**src/sdram_cmd_pkg.sv**
```systemverilog
// Overview of operation
// [RQ1] Commands, addresses, masks and write data are taken on the rising clock edge.
// [RQ2] Clock hold sampled low suspends the inner clock from the next cycle onward.
// [RQ3] Clock hold low with all banks idle enters power down or self refresh.
// [RQ4] The two bank pick pins choose the bank of each bank command.
// [RQ5] Activate latches a 13-bit row; read or write a 9-bit column, bit 10 auto close.
// [RQ6] Precharge with bit 10 high closes all banks, low only the picked bank.
// [RQ7] Mode set is all strobes low, taken only with all banks idle.
// [RQ8] Chip select high masks every command as a deselect.
// [RQ9] Row strobe low, column high: write high activates, write low precharges.
// [RQ10] Row high, column low: write low writes, high reads; stop on write alone.
// [RQ11] Each byte mask governs exactly one byte lane of the data bus.
// [RQ12] Mask drops write data at once and blanks read data two clocks later.
// [RQ13] Commands are qualified by prior and present clock hold levels.
// [RQ14] Clock hold falling during a burst gives clock suspend, not power down.
// [RQ15] Read latency is programmable as two or three clocks.
// [RQ16] Bursts of 1, 2, 4, 8 or a full page, linear or interleaved.
// [RQ17] Activate opens a row in an idle bank before any access to it.
// [RQ18] Controller precharges before a new row and spaces same-bank activates.
// [RQ19] Controller spaces activates to different banks by the bank gap.
// [RQ20] Each bank holds 8192 rows of 512 columns of 32-bit words.
// [RQ21] Controller precharges every active bank before the active time runs out.
// [RQ22] Controller fills waiting cycles with no-operation or deselect.
// [RQ23] Controller issues enough auto refresh to cover all rows each period.
`default_nettype none

package sdram_cmd_pkg;

  // ==========================================================
  // Geometry
  localparam int BANKS  = 4;
  localparam int ROWS   = 8192;
  localparam int COLS   = 512;
  localparam int BANK_W = $clog2(BANKS);
  localparam int ROW_W  = $clog2(ROWS);
  localparam int COL_W  = $clog2(COLS);
  localparam int DATA_W = 32;
  localparam int LANES  = DATA_W / 8;
  localparam int BEAT_W = COL_W + 1;

  // ==========================================================
  // Address and mode fields
  localparam int AP_BIT = 10;
  localparam int BL_LSB = 0;
  localparam int BT_BIT = 3;
  localparam int CL_LSB = 4;
  localparam logic [ROW_W-1:0]  MODE_RESET = 13'h0020;
  localparam logic [2:0]        CL_THREE   = 3'h3;
  localparam logic [BEAT_W-1:0] FULL_PAGE  = 10'h200;

  // ==========================================================
  // Commands and modes
  typedef enum logic [3:0] {
    CMD_DESELECT   = 4'h0,
    CMD_NOP        = 4'h1,
    CMD_ACTIVATE   = 4'h2,
    CMD_PRECHARGE  = 4'h3,
    CMD_READ       = 4'h4,
    CMD_WRITE      = 4'h5,
    CMD_MODE_SET   = 4'h6,
    CMD_REFRESH    = 4'h7,
    CMD_BURST_STOP = 4'h8
  } cmd_t;

  typedef enum logic [1:0] {
    ST_RUN          = 2'h0,
    ST_SUSPEND      = 2'h1,
    ST_POWER_DOWN   = 2'h2,
    ST_SELF_REFRESH = 2'h3
  } mode_state_t;

  // ==========================================================
  // Decoding
  function automatic cmd_t decode_cmd(input logic cs_n, input logic [2:0] strobes);
    cmd_t c;
    c = CMD_DESELECT;
    if (!cs_n) begin
      case (strobes)
        3'h3:    c = CMD_ACTIVATE;
        3'h2:    c = CMD_PRECHARGE;
        3'h5:    c = CMD_READ;
        3'h4:    c = CMD_WRITE;
        3'h0:    c = CMD_MODE_SET;
        3'h1:    c = CMD_REFRESH;
        3'h6:    c = CMD_BURST_STOP;
        default: c = CMD_NOP;
      endcase
    end
    return c;
  endfunction

  function automatic logic [BEAT_W-1:0] burst_len(input logic [2:0] code);
    case (code)
      3'h0:    return 10'h001;
      3'h1:    return 10'h002;
      3'h2:    return 10'h004;
      3'h3:    return 10'h008;
      3'h7:    return FULL_PAGE;
      default: return 10'h001;
    endcase
  endfunction

  // Column of a beat; interleave only applies to bursts up to eight
  function automatic logic [COL_W-1:0] burst_col(input logic [COL_W-1:0]  start,
                                                 input logic [BEAT_W-1:0] cnt,
                                                 input logic [BEAT_W-1:0] len,
                                                 input logic              ilv);
    logic [COL_W-1:0] wrap;
    wrap = COL_W'(len - 10'h001);
    if (ilv && len <= 10'h008)
      return (start & ~wrap) | ((start ^ cnt[COL_W-1:0]) & wrap);
    return (start & ~wrap) | (COL_W'(start + cnt[COL_W-1:0]) & wrap);
  endfunction

endpackage

`default_nettype wire

```
**src/bank_if.sv**
```systemverilog
`default_nettype none

// ==========================================================
// Bank open and close requests with bank state
interface bank_if;
  logic                                act;
  logic                                pre;
  logic                                pre_all;
  logic [sdram_cmd_pkg::BANK_W-1:0]    bank;
  logic [sdram_cmd_pkg::ROW_W-1:0]     row;
  logic                                ap_close;
  logic [sdram_cmd_pkg::BANK_W-1:0]    ap_bank;
  logic [sdram_cmd_pkg::BANKS-1:0]     open;
  logic [sdram_cmd_pkg::ROW_W-1:0]     rows [sdram_cmd_pkg::BANKS];

  modport tracker (input act, pre, pre_all, bank, row, ap_close, ap_bank,
                   output open, rows);
  modport user    (output act, pre, pre_all, bank, row, ap_close, ap_bank,
                   input open, rows);
endinterface

`default_nettype wire

```
**src/bank_tracker.sv**
```systemverilog
`default_nettype none

module bank_tracker (
  // Clock and reset
  input  wire logic ref_clk,
  input  wire logic reset,
  input  wire logic clk_en,
  // Bank requests
  bank_if.tracker   bus
);

  logic [sdram_cmd_pkg::BANKS-1:0] next_open;

  // ==========================================================
  // Open flags; an activate wins over an auto close in one cycle
  always_comb begin
    next_open = bus.open;
    if (bus.ap_close) begin
      next_open[bus.ap_bank] = 1'b0;
    end
    if (bus.pre && bus.pre_all) begin
      next_open = '0; // [RQ6]
    end else if (bus.pre) begin
      next_open[bus.bank] = 1'b0; // [RQ4] [RQ9]
    end
    if (bus.act) begin
      next_open[bus.bank] = 1'b1; // [RQ17]
    end
  end

  always_ff @(posedge ref_clk or posedge reset) begin
    if (reset) begin
      bus.open <= '0;
    end else if (clk_en) begin
      bus.open <= next_open;
    end
  end

  always_ff @(posedge ref_clk or posedge reset) begin
    if (reset) begin
      for (int i = 0; i < sdram_cmd_pkg::BANKS; i++) begin
        bus.rows[i] <= '0;
      end
    end else if (clk_en && bus.act) begin
      bus.rows[bus.bank] <= bus.row; // [RQ5] [RQ20]
    end
  end

  property p_row_open;
    @(posedge ref_clk) disable iff (reset)
    (clk_en && bus.act) |=> bus.open[$past(bus.bank)] &&
                            bus.rows[$past(bus.bank)] == $past(bus.row);
  endproperty
  a_row_open: assert property (p_row_open) else $error("row not opened"); // [RQ17]

endmodule

`default_nettype wire

```
**src/sdram_command_interface.sv**
```systemverilog
`default_nettype none

module sdram_command_interface (
  // Clock, reset, enable
  input  wire logic                                ref_clk,
  input  wire logic                                reset,
  input  wire logic                                clk_en,
  // Command pins
  input  wire logic                                chip_sel_n,
  input  wire logic                                row_strobe_n,
  input  wire logic                                col_strobe_n,
  input  wire logic                                write_strobe_n,
  input  wire logic                                clock_hold,
  input  wire logic [sdram_cmd_pkg::BANK_W-1:0]    bank_pick_pins,
  input  wire logic [sdram_cmd_pkg::ROW_W-1:0]     addr,
  input  wire logic [sdram_cmd_pkg::LANES-1:0]     byte_lane_mask,
  // Data pins
  input  wire logic [sdram_cmd_pkg::DATA_W-1:0]    data_lines_in,
  output logic      [sdram_cmd_pkg::DATA_W-1:0]    data_lines_out,
  output logic      [sdram_cmd_pkg::LANES-1:0]     data_lines_oe,
  // Array port
  output logic                                     mem_wr,
  output logic                                     mem_rd,
  output logic      [sdram_cmd_pkg::BANK_W-1:0]    mem_bank,
  output logic      [sdram_cmd_pkg::ROW_W-1:0]     mem_row,
  output logic      [sdram_cmd_pkg::COL_W-1:0]     mem_col,
  output logic      [sdram_cmd_pkg::DATA_W-1:0]    mem_wdata,
  output logic      [sdram_cmd_pkg::LANES-1:0]     mem_byte_en,
  input  wire logic [sdram_cmd_pkg::DATA_W-1:0]    mem_rdata,
  // Status
  output logic      [sdram_cmd_pkg::ROW_W-1:0]     mode_opcode,
  output logic      [sdram_cmd_pkg::BANKS-1:0]     bank_open,
  output logic                                     power_down,
  output logic                                     self_refresh,
  output logic                                     clock_suspend,
  output logic                                     refresh_pulse,
  output logic                                     cmd_refused
);

  // ==========================================================
  // Declarations
  sdram_cmd_pkg::cmd_t        cmd;
  sdram_cmd_pkg::mode_state_t state;
  sdram_cmd_pkg::mode_state_t next_state;

  logic                                run;
  logic                                cke_q;
  logic                                cke_meta;
  logic                                cke_sync;
  logic                                all_idle;
  logic                                target_open;
  logic                                col_cmd;
  logic                                stop_burst;
  logic                                burst_done;
  logic                                cl3;
  logic                                refuse;

  logic                                burst_active;
  logic                                burst_write;
  logic                                burst_ap;
  logic                                burst_ilv;
  logic [sdram_cmd_pkg::BANK_W-1:0]    burst_bank;
  logic [sdram_cmd_pkg::COL_W-1:0]     burst_start;
  logic [sdram_cmd_pkg::BEAT_W-1:0]    burst_cnt;
  logic [sdram_cmd_pkg::BEAT_W-1:0]    burst_len_q;

  logic [1:0]                          rd_pipe;
  logic [sdram_cmd_pkg::DATA_W-1:0]    rd_hold;
  logic [sdram_cmd_pkg::LANES-1:0]     mask_d1;
  logic [sdram_cmd_pkg::LANES-1:0]     mask_d2;

  bank_if banks ();

  bank_tracker u_tracker (
    .ref_clk (ref_clk),
    .reset   (reset),
    .clk_en  (clk_en),
    .bus     (banks)
  );

  // ==========================================================
  // Command decode
  // Inner clock runs only while the prior hold level was high
  assign run = clk_en && cke_q && (state == sdram_cmd_pkg::ST_RUN); // [RQ2] [RQ13]

  assign cmd = sdram_cmd_pkg::decode_cmd(chip_sel_n, // [RQ8]
                 {row_strobe_n, col_strobe_n, write_strobe_n}); // [RQ9] [RQ10]

  assign all_idle    = (banks.open == '0);
  assign target_open = banks.open[bank_pick_pins]; // [RQ4]
  assign bank_open   = banks.open;

  assign col_cmd = run && target_open && // [RQ17]
                   (cmd == sdram_cmd_pkg::CMD_READ || cmd == sdram_cmd_pkg::CMD_WRITE);

  assign stop_burst = run && (cmd == sdram_cmd_pkg::CMD_BURST_STOP || // [RQ10]
                      (cmd == sdram_cmd_pkg::CMD_PRECHARGE &&
                       (addr[sdram_cmd_pkg::AP_BIT] || bank_pick_pins == burst_bank)));

  // Full page bursts wrap until stopped
  assign burst_done = burst_active && (burst_cnt == burst_len_q) &&
                      (burst_len_q != sdram_cmd_pkg::FULL_PAGE); // [RQ16]

  assign cl3 = (mode_opcode[sdram_cmd_pkg::CL_LSB +: 3] == sdram_cmd_pkg::CL_THREE);

  // Illegal-state commands are dropped, never half executed
  assign refuse = run &&
    ((cmd == sdram_cmd_pkg::CMD_ACTIVATE && target_open) ||
     ((cmd == sdram_cmd_pkg::CMD_READ || cmd == sdram_cmd_pkg::CMD_WRITE) && !target_open) ||
     ((cmd == sdram_cmd_pkg::CMD_MODE_SET || cmd == sdram_cmd_pkg::CMD_REFRESH) &&
      (!all_idle || burst_active)));

  always_comb begin
    banks.act      = run && cmd == sdram_cmd_pkg::CMD_ACTIVATE && !target_open; // [RQ9]
    banks.pre      = run && cmd == sdram_cmd_pkg::CMD_PRECHARGE; // [RQ9]
    banks.pre_all  = addr[sdram_cmd_pkg::AP_BIT]; // [RQ6]
    banks.bank     = bank_pick_pins; // [RQ4]
    banks.row      = addr; // [RQ5]
    banks.ap_close = run && burst_done && burst_ap; // [RQ5]
    banks.ap_bank  = burst_bank;
  end

  // ==========================================================
  // Clock hold sampling
  always_ff @(posedge ref_clk or posedge reset) begin
    if (reset) begin
      cke_q <= 1'b1;
    end else if (clk_en) begin
      cke_q <= clock_hold; // [RQ13]
    end
  end

  // Async exit path; second stage held low while running, so no stale high ends power down
  always_ff @(posedge ref_clk or posedge reset) begin
    if (reset) begin
      cke_meta <= 1'b1;
      cke_sync <= 1'b1;
    end else if (clk_en) begin
      cke_meta <= clock_hold;
      cke_sync <= cke_meta && (state != sdram_cmd_pkg::ST_RUN); // [RQ3]
    end
  end

  // ==========================================================
  // Power mode state
  always_comb begin
    next_state = state;
    case (state)
      sdram_cmd_pkg::ST_RUN: begin
        if (cke_q && !clock_hold) begin
          if (burst_active && !burst_done) begin
            next_state = sdram_cmd_pkg::ST_SUSPEND; // [RQ14]
          end else if (cmd == sdram_cmd_pkg::CMD_REFRESH && all_idle) begin
            next_state = sdram_cmd_pkg::ST_SELF_REFRESH; // [RQ13]
          end else if (all_idle && (cmd == sdram_cmd_pkg::CMD_NOP ||
                                    cmd == sdram_cmd_pkg::CMD_DESELECT)) begin
            next_state = sdram_cmd_pkg::ST_POWER_DOWN; // [RQ3]
          end else begin
            next_state = sdram_cmd_pkg::ST_SUSPEND; // [RQ2]
          end
        end
      end
      sdram_cmd_pkg::ST_SUSPEND: begin
        if (clock_hold) begin
          next_state = sdram_cmd_pkg::ST_RUN;
        end
      end
      sdram_cmd_pkg::ST_POWER_DOWN, sdram_cmd_pkg::ST_SELF_REFRESH: begin
        if (cke_sync) begin
          next_state = sdram_cmd_pkg::ST_RUN; // [RQ3]
        end
      end
      default: next_state = sdram_cmd_pkg::ST_RUN;
    endcase
  end

  always_ff @(posedge ref_clk or posedge reset) begin
    if (reset) begin
      state <= sdram_cmd_pkg::ST_RUN;
    end else if (clk_en) begin
      state <= next_state;
    end
  end

  assign power_down    = (state == sdram_cmd_pkg::ST_POWER_DOWN);
  assign self_refresh  = (state == sdram_cmd_pkg::ST_SELF_REFRESH);
  assign clock_suspend = (state == sdram_cmd_pkg::ST_SUSPEND);

  // ==========================================================
  // Mode register, refresh and refusal
  always_ff @(posedge ref_clk or posedge reset) begin
    if (reset) begin
      mode_opcode <= sdram_cmd_pkg::MODE_RESET;
    end else if (run && cmd == sdram_cmd_pkg::CMD_MODE_SET && all_idle && !burst_active) begin
      mode_opcode <= addr; // [RQ7]
    end
  end

  always_ff @(posedge ref_clk or posedge reset) begin
    if (reset) begin
      refresh_pulse <= 1'b0;
      cmd_refused   <= 1'b0;
    end else if (clk_en) begin
      refresh_pulse <= run && cmd == sdram_cmd_pkg::CMD_REFRESH && clock_hold &&
                       all_idle && !burst_active; // [RQ13]
      cmd_refused   <= refuse;
    end
  end

  // ==========================================================
  // Burst counter
  always_ff @(posedge ref_clk or posedge reset) begin
    if (reset) begin
      burst_active <= 1'b0;
      burst_write  <= 1'b0;
      burst_ap     <= 1'b0;
      burst_ilv    <= 1'b0;
      burst_bank   <= '0;
      burst_start  <= '0;
      burst_cnt    <= '0;
      burst_len_q  <= '0;
    end else if (run) begin // [RQ1]
      if (col_cmd) begin
        burst_active <= 1'b1;
        burst_write  <= (cmd == sdram_cmd_pkg::CMD_WRITE);
        burst_ap     <= addr[sdram_cmd_pkg::AP_BIT]; // [RQ5]
        burst_bank   <= bank_pick_pins;
        burst_start  <= addr[sdram_cmd_pkg::COL_W-1:0];
        burst_cnt    <= 10'h001;
        burst_len_q  <= sdram_cmd_pkg::burst_len(mode_opcode[sdram_cmd_pkg::BL_LSB +: 3]);
        burst_ilv    <= mode_opcode[sdram_cmd_pkg::BT_BIT]; // [RQ16]
      end else if (stop_burst || burst_done) begin
        burst_active <= 1'b0;
      end else if (burst_active) begin
        burst_cnt <= burst_cnt + 10'h001;
      end
    end
  end

  // ==========================================================
  // Array port; one beat per running cycle
  always_ff @(posedge ref_clk or posedge reset) begin
    if (reset) begin
      mem_wr      <= 1'b0;
      mem_rd      <= 1'b0;
      mem_bank    <= '0;
      mem_row     <= '0;
      mem_col     <= '0;
      mem_wdata   <= '0;
      mem_byte_en <= '0;
    end else if (clk_en) begin
      mem_wr <= 1'b0;
      mem_rd <= 1'b0;
      if (col_cmd) begin
        mem_wr      <= (cmd == sdram_cmd_pkg::CMD_WRITE); // [RQ10]
        mem_rd      <= (cmd == sdram_cmd_pkg::CMD_READ);
        mem_bank    <= bank_pick_pins; // [RQ4]
        mem_row     <= banks.rows[bank_pick_pins];
        mem_col     <= addr[sdram_cmd_pkg::COL_W-1:0]; // [RQ5]
        mem_wdata   <= data_lines_in; // [RQ1]
        mem_byte_en <= ~byte_lane_mask; // [RQ11] [RQ12]
      end else if (run && burst_active && !burst_done && !stop_burst) begin
        mem_wr      <= burst_write;
        mem_rd      <= !burst_write;
        mem_col     <= sdram_cmd_pkg::burst_col(burst_start, burst_cnt,
                                                burst_len_q, burst_ilv); // [RQ16]
        mem_wdata   <= data_lines_in;
        mem_byte_en <= ~byte_lane_mask; // [RQ11] [RQ12]
      end
    end
  end

  // ==========================================================
  // Read return; frozen together with the inner clock
  always_ff @(posedge ref_clk or posedge reset) begin
    if (reset) begin
      rd_pipe        <= '0;
      rd_hold        <= '0;
      mask_d1        <= '0;
      mask_d2        <= '0;
      data_lines_out <= '0;
      data_lines_oe  <= '0;
    end else if (run) begin // [RQ2]
      rd_pipe        <= {rd_pipe[0], mem_rd};
      rd_hold        <= mem_rdata;
      mask_d1        <= byte_lane_mask;
      mask_d2        <= mask_d1; // [RQ12]
      data_lines_out <= cl3 ? rd_hold : mem_rdata; // [RQ15]
      data_lines_oe  <= {sdram_cmd_pkg::LANES{cl3 ? rd_pipe[1] : rd_pipe[0]}} &
                        ~mask_d2; // [RQ11] [RQ12]
    end
  end

  // ==========================================================
  // Checks
  property p_deselect;
    @(posedge ref_clk) disable iff (reset)
    (run && chip_sel_n && !burst_active) |=> !mem_wr && !mem_rd;
  endproperty
  a_deselect: assert property (p_deselect) else $error("deselect acted"); // [RQ8]

  property p_activate;
    @(posedge ref_clk) disable iff (reset)
    (run && cmd == sdram_cmd_pkg::CMD_ACTIVATE && !target_open)
      |=> bank_open[$past(bank_pick_pins)];
  endproperty
  a_activate: assert property (p_activate) else $error("bank not opened"); // [RQ9]

  property p_pre_all;
    @(posedge ref_clk) disable iff (reset)
    (run && cmd == sdram_cmd_pkg::CMD_PRECHARGE && addr[sdram_cmd_pkg::AP_BIT])
      |=> bank_open == '0;
  endproperty
  a_pre_all: assert property (p_pre_all) else $error("banks left open"); // [RQ6]

  property p_col_latch;
    @(posedge ref_clk) disable iff (reset)
    (col_cmd && cmd == sdram_cmd_pkg::CMD_READ)
      |=> mem_rd && mem_col == $past(addr[sdram_cmd_pkg::COL_W-1:0]);
  endproperty
  a_col_latch: assert property (p_col_latch) else $error("column not latched"); // [RQ5]

  property p_wr_mask;
    @(posedge ref_clk) disable iff (reset)
    (col_cmd && cmd == sdram_cmd_pkg::CMD_WRITE)
      |=> mem_wr && mem_byte_en == ~$past(byte_lane_mask);
  endproperty
  a_wr_mask: assert property (p_wr_mask) else $error("write mask wrong"); // [RQ12]

  property p_rd_mask;
    @(posedge ref_clk) disable iff (reset)
    (run && byte_lane_mask[0]) ##1 run ##1 run |=> !data_lines_oe[0];
  endproperty
  a_rd_mask: assert property (p_rd_mask) else $error("masked lane driven"); // [RQ12]

  property p_cas_two;
    @(posedge ref_clk) disable iff (reset)
    (col_cmd && cmd == sdram_cmd_pkg::CMD_READ && !cl3 && byte_lane_mask == '0)
      ##1 run ##1 run |=> data_lines_oe == '1;
  endproperty
  a_cas_two: assert property (p_cas_two) else $error("read latency wrong"); // [RQ15]

  property p_freeze;
    @(posedge ref_clk) disable iff (reset)
    clock_suspend |=> $stable(data_lines_out) && $stable(burst_cnt);
  endproperty
  a_freeze: assert property (p_freeze) else $error("state moved in suspend"); // [RQ2]

  property p_burst_suspend;
    @(posedge ref_clk) disable iff (reset)
    (run && !clock_hold && burst_active && !burst_done) |=> clock_suspend;
  endproperty
  a_burst_suspend: assert property (p_burst_suspend) else $error("no suspend"); // [RQ14]

  property p_self_ref;
    @(posedge ref_clk) disable iff (reset)
    (run && cmd == sdram_cmd_pkg::CMD_REFRESH && !clock_hold && all_idle &&
     !burst_active) |=> self_refresh && !refresh_pulse;
  endproperty
  a_self_ref: assert property (p_self_ref) else $error("self refresh missed"); // [RQ13]

  property p_mode_set;
    @(posedge ref_clk) disable iff (reset)
    (run && cmd == sdram_cmd_pkg::CMD_MODE_SET && all_idle && !burst_active)
      |=> mode_opcode == $past(addr);
  endproperty
  a_mode_set: assert property (p_mode_set) else $error("mode not taken"); // [RQ7]

  property p_pd_exit;
    @(posedge ref_clk) disable iff (reset)
    (power_down && clock_hold && clk_en) ##1 clk_en ##1 clk_en |=> !power_down;
  endproperty
  a_pd_exit: assert property (p_pd_exit) else $error("power down stuck"); // [RQ3]

endmodule

`default_nettype wire

```
**config.mk**
```make
export PLATFORM = sky130hd
export DESIGN_NAME = sdram_command_interface
export DESIGN_NICKNAME = d
export VERILOG_FILES = /design/src/sdram_cmd_pkg.sv /design/src/bank_if.sv /design/src/bank_tracker.sv /design/src/sdram_command_interface.sv
export SDC_FILE = /design/constraint.sdc
export NUM_CORES = 1
export LEC_CHECK = 0
export ABC_AREA = 1
export BUFFER_PORTS_ARGS = -buffer_cell sky130_fd_sc_hd__buf_2
export CAP_MARGIN = 20
export CORE_ASPECT_RATIO = 1.4
export CORE_MARGIN = 2
export CORE_UTILIZATION = 60
export CTS_CLUSTER_SIZE = 10
export DETAILED_ROUTE_END_ITERATION = 16
export GPL_ROUTABILITY_DRIVEN = 0
export GPL_TIMING_DRIVEN = 0
export PLACE_DENSITY = 0.95
export SYNTH_ARGS = -nofsm -noshare
export SYNTH_HDL_FRONTEND = slang
export SYNTH_SLANG_ARGS = --single-unit
```
**constraint.sdc**
```tcl
create_clock -name ref_clk -period 12.7 [get_ports ref_clk]
set_input_delay 2.54 -clock ref_clk [delete_from_list [all_inputs] [get_ports ref_clk]]
set_output_delay 2.54 -clock ref_clk [all_outputs]
set_load 0.02 [all_outputs]
```
Yosys cells after proc, flatten, opt, wreduce, memory -nomap -nowiden
Cells that the tools add are included.

cells by class
  add/subtract/negate cells = 3
  $lt $le $gt $ge = 7
  equality and inequality tests = 29
  muxes and demuxes = 49
  bitwise operators = 16
  reductions and logical operators = 69

operator list
  operator                                                         number
  2-to-1 mux 32 bit                                                3
  bitwise mux 52 bit                                               1
  one-hot mux 10 bit (4 select lines)                              1
  2-to-1 mux 13 bit                                                3
  logical AND 1 bit                                                38
  2-to-1 mux 9 bit                                                 4
  2-to-1 mux 10 bit                                                3
  2-to-1 mux 4 bit                                                 7
  one-hot mux 4 bit (7 select lines)                               1
  AND 9 bit                                                        3
  binary-select mux 13 bit (select 2 bit)                          1
  demux 13 bit (select 2 bit)                                      1
  OR 9 bit                                                         2
  equality test 4 x 3 -> 1 bit, second input constant              4
  inverter 4 bit                                                   4
  equality test 3 x 2 -> 1 bit, second input constant              5
  2-to-1 mux 1 bit                                                 14
  AND 4 bit                                                        3
  equality test 3 bit, second input constant                       4
  2-to-1 mux 2 bit                                                 6
  adder 10 x 1 -> 10 bit, second input constant                    1
  equality test 10 bit                                             1
  less-or-equal comparator 10 x 4 -> 1 bit, second input constant  1
  != test 10 bit, second input constant                            1
  other kinds (32)                                                 61

word-level totals
  bits in registers = 250
  input port bits = 91
  output and inout port bits = 120
  word-level logic and storage cells = 205

Logic depth before layout (Yosys ltp)
Gate-level depths: netlist (run 1).

  depth after elaboration = 15
  gate-level depth with buffers = 14

Modules after synthesis
From an unflattened synthesis (run 1), not the netlist that was laid out.

second synthesis, totals
  cells, all modules = 1388
  area total of the unflattened synthesis = 11304.6 µm²

by module, submodules not included
  module                   times used  cells each  area an instance (µm²)
  sdram_command_interface  1           1169        9100.0
  bank_tracker             1           219         2204.6

Worst setup path before layout (run 1)
Ideal clock, no wire load.

  path kind = input to register
  start point = input port bank_pick_pins[0] in the netlist's numbering
  end point = register u_tracker.bus.rows[14]
  library setup time = 122 ps
  arrival time = 3798 ps
  setup slack = 8780 ps
  stages on the path = 10
  buffers on the path = 2
  cell sequence = buf_6 nand2_1 inv_2 nand2_1 nand4_4 nor3_4 nand2_4 buf_6 nand2_1 o21ai_2

between the ends
  word-level cells in the longest chain between the ends = 6
  elaborated cells on any way between the ends = 12
  classes of those cells = 2 x order compare; 5 x mux; 1 x bitwise; 4 x reduce/logical

RTL lines
  what                                                                                      line                           RTL
  start: declaration                                                                        sdram_command_interface.sv:14  input wire logic [sdram_cmd_pkg::BANK_W-1:0] bank_pick_pins,
  inverter 2 -> 3 bit (implied by the code)                                                 bank_tracker.sv:45             bus.rows[bus.bank] <= bus.row;
  >= comparator 3 bit (implied by the code) or < comparator 3 x 1 -> 1 bit (tied branches)  bank_tracker.sv:45
  logical AND 1 bit (implied by the code)                                                   bank_tracker.sv:45
  2-to-1 mux 13 bit (implied by the code)                                                   bank_tracker.sv:45
  demux 13 bit (select 2 bit)                                                               bank_tracker.sv:45
  bitwise mux 52 bit                                                                        bank_tracker.sv:45
  end signal: indexed assignment                                                            bank_tracker.sv:45
  end: declaration                                                                          bank_if.sv:17                  output open, rows);

Parallel ways exist; a longest one is shown, timed or not. The select of a mux whose other input is x is not followed.
A chain may end at the register's enable or synchronous reset.

Worst setup path after layout (run 1)
  start point = input port clk_en
  end point = register mode_opcode[0] in the netlist's numbering

between the ends
  word-level cells in the longest chain between the ends = 5

RTL lines
  what                             line                            RTL
  start: declaration               sdram_command_interface.sv:7    input wire logic clk_en,
  logical AND 1 bit (2 in series)  sdram_command_interface.sv:84   assign run = clk_en && cke_q && (state == sdram_cmd_pkg::ST_RUN);
  logical AND 1 bit (3 in series)  sdram_command_interface.sv:194  end else if (run && cmd == sdram_cmd_pkg::CMD_MODE_SET && all_idle && !burst_active) begin
  end signal: assignment           sdram_command_interface.sv:193  mode_opcode <= sdram_cmd_pkg::MODE_RESET;
  end signal: assignment           sdram_command_interface.sv:195  mode_opcode <= addr;
  end: declaration                 sdram_command_interface.sv:31   output logic [sdram_cmd_pkg::ROW_W-1:0] mode_opcode,

No other way between the ends.

==> reports/qor.csv, run 1 <==
stage,metric,value,unit
critical_path,critPathKind,input pin to flip-flop,
synthesis,syn_area,0.0113,mm²
pwr,power.leakage,7.21,nW
sta,period_share,31.5,%
sta,setup_tns,0,ns
floorplanning,fp.dieW,120,µm
global_route,grt_overflow,0,
finish,fin_util,73.2,%
route,wirelength,32200,µm
clock_network,ctsHoldBuffers,0,
synthesis,syn_nets,1422,
pwr,p_total,2.83,mW
route,antenna_left,0,
critical_path,crit_path_cell_trace,buf_2 -> nand2_2 -> nor2_4 -> nand2_1 -> nor2_1 -> nand2_1 -> clkbuf_1 -> nand2_1 -> o21ai_0,
global_route,top_usage_layer,met2,
critical_path,slowest_delay,0.38,ns
finish,area_growth,20.1,%
sta,period_needed,3.99,ns
synthesis,yosysSeqAreaShare,54.5,%
critical_path,critPathBufInv,2,
hold_path,min_to,rd_hold[15],
sta,skew,0.0105,ns
sta,max_freq,0.250,GHz
finish,drive_above_1_share,20.8,%
floorplanning,start_util,61.0,%
placed_design,place_area,0.0127,mm²
floorplanning,coreArea,0.0185,mm²
global_route,grt_use_met3,5.49,%
job,maxCapViolations,0,
critical_path,cp_data_required_time,13.09,ns
critical_path,reg2regPathDepth,9,
critical_path,cp_top_family,simple AND/OR/NAND/NOR gates,
floorplanning,die-area,0.0199,mm²
synthesis,avgSynthCellArea,8.54,µm²
synthesis,synth.top_cell.area_share,53.8,%
route,wl_per_cell,17.6,µm
global_route,grt_usage,32.1,%
sta,finalWorstSetupSlack,8.71,ns
clock_network,cts_setup_buffers,0,
critical_path,cp.arrival,4.38,ns
critical_path,crit_top_cell,nand2_1,
sta,hold_viol,0,
synthesis,ys.warnings.count,0,
sta,slew_viol_final,0,
route,vias,10500,
sta,finalSetupViolCount,0,
finish,fin_nets,1663,
finish,stdcell_area,0.0135,mm²
floorplanning,rows,59,
critical_path,cp-end-kind,flip-flop,
hold_path,hp-class,flip-flop to flip-flop,
critical_path,slowest_stage,clkbuf_1,
placed_design,io_buffers,209,
clock_network,clk-insertion-delay-late,0.54,ns
synthesis,syn_inst,1318,
pwr,ir_drop,0.000133,V
critical_path,cp_max_fo,10,
clock_network,clock_sinks,245,
floorplanning,die_h,166,µm
route,drc,0,
floorplanning,io_pins,211,
global_route,antenna_found_initial,4,
clock_network,cts_resized,0,
clock_network,cts_root_buf,clkbuf_16,
synthesis,synth_cell_types,43,
route,drtIter0Drc,1003,
critical_path,crit_start,clk_en,
outcome,status,completed,
pwr,power_density,209,mW/mm²
placed_design,place_ws,8.29,ns
sta,worst_slew_pin_slew,0.887,ns
synthesis,synth_seq_cells,245,
route,avgViaCountPerCell,5.75,
hold_path,min-delay-start,rd_hold[15],
global_route,met2_usage,54.3,%
global_route,grt_max_degree,114,
clock_network,cts.htree.levels,1,
synthesis,yosys-top-cells-area,"dfrtp_1, nand2_1, o21ai_0, nand3_1, o21ai_2",
critical_path,reg2reg_to,mode_opcode[0],
sta,grt_setup_unrepaired,false,
global_route,use_met1,37.5,%
global_route,grt_pass1_wl,51400,µm
placed_design,dp_hpwl,22500,µm
clock_network,clockBufferDepth,3,
clock_network,cts-buffers-inserted,28,
clock_network,cts_tree,yes,
hold_path,min_delay_path_depth,2,
route,dr.pass1.iters,6,
global_route,grt_pass1_vias,10300,
sta,relSlewSlack,40.7,%
critical_path,critPathLaunchType,input pin,
synthesis,synth_area_leader_cell,dfrtp_1,
critical_path,worstReg2RegStart,state[0],
clock_network,cts.clk_slew.worst_paths,0.06,ns
critical_path,r2r_setup_slack,10.32,ns
## synth_stat cells, drive strengths merged
cell type  number
nand2         468
dfrtp         242
o21ai         182
nand3          95
inv            87
nor2           79
clkbuf         36
buf            28
a22oi          14
a21oi          13
a41oi          13
ha             12
xor2           11
nand4           9
nor3            7
clkinv          3
dfstp           3
xnor2           3
a21o            2
nor4            2
o211ai          2
a311oi          1
fa              1
nand3b          1
o21a            1
o21bai          1
o22ai           1
or3             1
## logic make-up (layout without fill, tap and decap cells)
group / Yosys count / count (layout) / share of synthesized area [%]
DFF: 245 / 245 / 54.5
and+or+nand+nor: 662 / 662 / 24.5
other: 0 / 3 / 0
AOI/OAI and AO/OA: 230 / 230 / 12.4
xor gates and xnor gates: 14 / 14 / 1.09
buffers and inverters: 154 / 417 / 5.98
adders and majority gates: 13 / 13 / 1.51
## state kept, by name, indices dropped and copies added (netlist names), 2 cells and up
register            flops
mem_row                13
u_tracker.bus.rows     52
mask_d2                 4
burst_cnt              10
burst_start             9
mem_col                 9
rd_pipe                 2
state                   2
data_lines_oe           4
mask_d1                 4
burst_len_q             5
mem_byte_en             4
mem_bank                2
u_tracker.bus.open      4
data_lines_out         32
rd_hold                32
mode_opcode            13
banks.ap_bank           2
mem_wdata              32
## layer usage
metal / vias to the layer above / wire [µm]
li1: 4768 / -
met1: 5018 / 11600
met2: 572 / 16000
met3: 149 / 2460
met4: 2 / 2150
met5: - / 11
## final cells by class
class	instances	area [µm²]
Antenna cell	3	7.51
Buffer	64	332
Clock buffer	51	808
Clock inverter	1	30.0
Fill cell	1267	4940
Inverter	90	349
Multi-Input combinational cell	919	4440
Sequential cell	245	6130
Tap cell	244	305
Timing Repair Buffer	211	1100
## tightest hold or removal path: stages, from the launching register on
cell,delay (ns)
dfrtp_1,0.34
nand2_1,0.05
nand2_1,0.05
## through the flow
step | std cells | hold WS (ns)
final | 1828 | 0.471
after global routing | 1828 | 0.492
after CTS | 1825 | 0.474
after detailed placement | 1773 | 0.460
after global placement | 1771 | 0.453
after floorplan | 1318 | 0.443
## worst max path at each step
stage,to,slack (ns),depth (start not counted)
2_1_floorplan,banks.ap_bank[0],3.44,1
3_3_place_gp,mode_opcode[7],1.18,2
3_5_place_dp,mem_col[0],8.29,11
4_1_cts,mode_opcode[0],8.77,9
5_1_grt,mode_opcode[0],8.61,9
6_report,mode_opcode[0],8.71,9
## power breakdown
group          internal (mW)  switching [mW]  leakage, nW
registers               1.01           0.155         3.13
logic                  0.311           0.600         3.67
clock network          0.444           0.305        0.398
## placed cells by master, fill, tap and decap left out, types with 6 or more instances in the layout
master	n
nand2_1	460
dfrtp_1	242
buf_2	225
o21ai_0	128
nand3_1	94
inv_1	82
nor2_1	74
clkbuf_1	58
o21ai_2	37
clkbuf_16	29
o21ai_1	17
a22oi_1	14
a21oi_1	13
a41oi_1	13
ha_1	12
xor2_1	11
buf_6	9
nand4_1	8
nand2_4	6
nor3_1	6
Power figures use the tool's default switching activity.
==> run 2, diff against run 1 <==
--- a/config.mk
+++ b/config.mk
@@ -5,17 +5,17 @@
 export SDC_FILE = /design/constraint.sdc
 export NUM_CORES = 1
 export LEC_CHECK = 0
-export ABC_AREA = 1
+export ABC_AREA = 0
 export BUFFER_PORTS_ARGS = -buffer_cell sky130_fd_sc_hd__buf_2
 export CAP_MARGIN = 20
 export CORE_ASPECT_RATIO = 1.4
 export CORE_MARGIN = 2
-export CORE_UTILIZATION = 60
+export CORE_UTILIZATION = 50
 export CTS_CLUSTER_SIZE = 10
 export DETAILED_ROUTE_END_ITERATION = 16
 export GPL_ROUTABILITY_DRIVEN = 0
 export GPL_TIMING_DRIVEN = 0
-export PLACE_DENSITY = 0.95
+export PLACE_DENSITY = 0.86
 export SYNTH_ARGS = -nofsm -noshare
 export SYNTH_HDL_FRONTEND = slang
 export SYNTH_SLANG_ARGS = --single-unit
==> constraint.sdc (replaced) <==
create_clock -name ref_clk -period 3.55 [get_ports ref_clk]
set_input_delay 0.71 -clock ref_clk [delete_from_list [all_inputs] [get_ports ref_clk]]
set_output_delay 0.71 -clock ref_clk [all_outputs]
set_load 0.02 [all_outputs]
==> reports/qor.csv, run 2 <==
stage,metric,value,unit
pwr,power.leakage,7.15,nW
synthesis,synth_edf_count,0,
finish,fin_nets,1330,
synthesis,syn_inst,983,
route,drtIter0Drc,442,
critical_path,cp-end-kind,flip-flop,
global_route,grt_overflow,0,
sta,period_needed,2.78,ns
sta,finalSetupViolCount,0,
global_route,grt_pass1_vias,8734,
route,drc,0,
synthesis,ys.warnings.count,0,
outcome,status,completed,
clock_network,cts.clk_slew.worst_paths,0.06,ns
synthesis,synth.top_cell.area_share,55.6,%
clock_network,cts_tree,yes,
critical_path,cp_top_family,compound AO/OA/AOI/OAI gates,
global_route,grt_pass1_wl,42900,µm
clock_network,cts.htree.levels,1,
floorplanning,rows,63,
finish,regMostFlops,u_tracker.bus.rows,
floorplanning,die-area,0.0230,mm²
sta,slew_viol_final,0,
finish,area_growth,21.1,%
clock_network,cts_root_buf,clkbuf_16,
floorplanning,die_h,179,µm
synthesis,synth_cell_types,61,
critical_path,slowest_delay,0.54,ns
floorplanning,io_pins,211,
critical_path,critPathBufInv,2,
route,dr.pass1.iters,5,
finish,regArea,0.00613,mm²
finish,fillers,1687,
critical_path,crit_start,burst_len_q[0],
synthesis,syn_area,0.0109,mm²
finish,multi_input_area,0.00446,mm²
synthesis,yosysSeqAreaShare,56.4,%
sta,skew,0.0207,ns
route,wirelength,27100,µm
critical_path,critPathKind,flip-flop to flip-flop,
finish,largest_reg_flops,52,
synthesis,yosys-top-cells-area,"dfrtp_1, mux2_2, nand2_1, mux2i_1, mux4_2",
route,vias,8426,
clock_network,cts_resized,0,
global_route,grt_usage,23.3,%
critical_path,cp.arrival,3.15,ns
synthesis,avgSynthCellArea,11.1,µm²
sta,grt_setup_unrepaired,false,
clock_network,clk-insertion-delay-late,0.53,ns
route,antenna_left,0,
clock_network,cts_setup_buffers,0,
clock_network,cts-buffers-inserted,28,
clock_network,ctsHoldBuffers,0,
clock_network,clockBufferDepth,3,
critical_path,crit_path_cell_trace,inv_1 -> ha_1 -> nor4bb_1 -> nor4_1 -> and4b_1 -> o31ai_4 -> clkbuf_1 -> a31oi_1,
synthesis,ys.flop_type,dfrtp_1,
placed_design,dp_hpwl,19800,µm
synthesis,async_flop_share,100,%
finish,drive_above_1_share,31.0,%
route,avgViaCountPerCell,5.58,
sta,hold_viol,0,
finish,final_common_cell,nand2_1,
finish,layout_common_cells,"nand2_1, dfrtp_1, buf_2, mux2_2, o21ai_0",
synthesis,synth_top_cells_by_count,"nand2_1, dfrtp_1, mux2_2, o21ai_0, mux2i_1",
critical_path,cp_data_required_time,3.91,ns
pwr,power_density,665,mW/mm²
sta,period_share,78.4,%
sta,relSlewSlack,44.6,%
placed_design,io_buffers,207,
floorplanning,start_util,51.1,%
critical_path,slowest_stage,clkbuf_1,
critical_path,cp_max_fo,10,
critical_path,critPathLaunchType,flip-flop,
critical_path,worstReg2RegStart,burst_len_q[0],
synthesis,syn_nets,1087,
global_route,grt_max_degree,42,
floorplanning,coreArea,0.0213,mm²
critical_path,r2r_setup_slack,0.77,ns
route,wl_per_cell,17.9,µm
sta,worst_slew_pin_slew,0.830,ns
clock_network,clock_sinks,245,
sta,max_freq,0.359,GHz
synthesis,synth_seq_cells,245,
job,maxCapViolations,0,
synthesis,synth_area_leader_cell,dfrtp_1,
pwr,ir_drop,0.000531,V
hold_path,hp-class,input pin to async pin,
pwr,p_total,8.77,mW
synthesis,yosysMostFrequentCell,nand2_1,
floorplanning,fp.dieW,129,µm
sta,setup_tns,0,ns
global_route,antenna_found_initial,1,
## run 2: area by class of cell
| cell class | instances | area share (%) |
|---|---|---|
| timing repair buffer | 213 | 8.77 |
| clock inverter | 1 | 0.0380 |
| tap | 260 | 2.47 |
| antenna | 1 | 0.0190 |
| clock buffer | 51 | 6.13 |
| multi-input combinational | 669 | 33.8 |
| sequential | 245 | 46.5 |
| buffer | 52 | 1.70 |
| inverter | 17 | 0.512 |
## run 2: kinds of logic (layout without fill, tap and decap cells)
logic type / Yosys count / count (layout) / synth area share, %
buf+inv: 69 / 334 / 2.64
fa+ha+maj: 13 / 13 / 1.56
flops: 245 / 245 / 56.4
mux: 149 / 149 / 16.5
compound gates: 125 / 125 / 6.99
xor+xnor: 18 / 18 / 1.45
simple gates: 364 / 364 / 14.5
other cells: 0 / 1 / 0
## run 2: layer usage
metal,GRT usage [%],share of wire (%),vias to the layer above
met3,3.69,6.1,85
met5,0,0,-
li1,-,-,3881
met2,43.6,54,327
met1,26.3,37,4133
met4,9.42,3.4,0
## run 2: power by group
| part | switching [mW] | total [mW] | internal [mW] |
|---|---|---|---|
| Sequential | 0.419 | 3.92 | 3.50 |
| Combinational | 1.38 | 2.25 | 0.866 |
| Clock | 1.08 | 2.60 | 1.52 |
| Total | 2.88 | 8.77 | 5.89 |
## run 2: worst paths after layout
path                       depth (start not counted)             end
setup / recovery                                   8      mem_col[2]
hold / removal                                     2     rd_hold[27]
setup reg to reg                                   8      mem_col[2]
hold reg to reg                                    2      mask_d2[2]
max in group asynchronous                          4  mode_opcode[5]
min in group ref_clk                               2  mem_byte_en[0]
## run 2: per-stage QoR
stage / setup WS [ns] / area [µm²] / utilization, % / hold WS (ns) / std cells
3_5_place_dp: 0.498 / 12400 / 58.1 / 0.449 / 1456
4_1_cts: 0.711 / 13200 / 61.9 / 0.327 / 1508
2_1_floorplan: -0.375 / 10900 / - / 0.435 / 983
6_report: 0.765 / 13200 / 62.0 / 0.305 / 1509
3_3_place_gp: -1.72 / 12200 / 57.6 / 0.442 / 1450
5_1_grt: 0.548 / 13200 / 62.0 / 0.339 / 1509
## run 2: worst register-to-register path, stage by stage, from the launching register on
cell and delay [ns]:
dfrtp_1 0.44, inv_1 0.14, ha_1 0.17, nor4bb_1 0.23, nor4_1 0.12, and4b_1 0.29, o31ai_4 0.52, clkbuf_1 0.54
a31oi_1 0.18
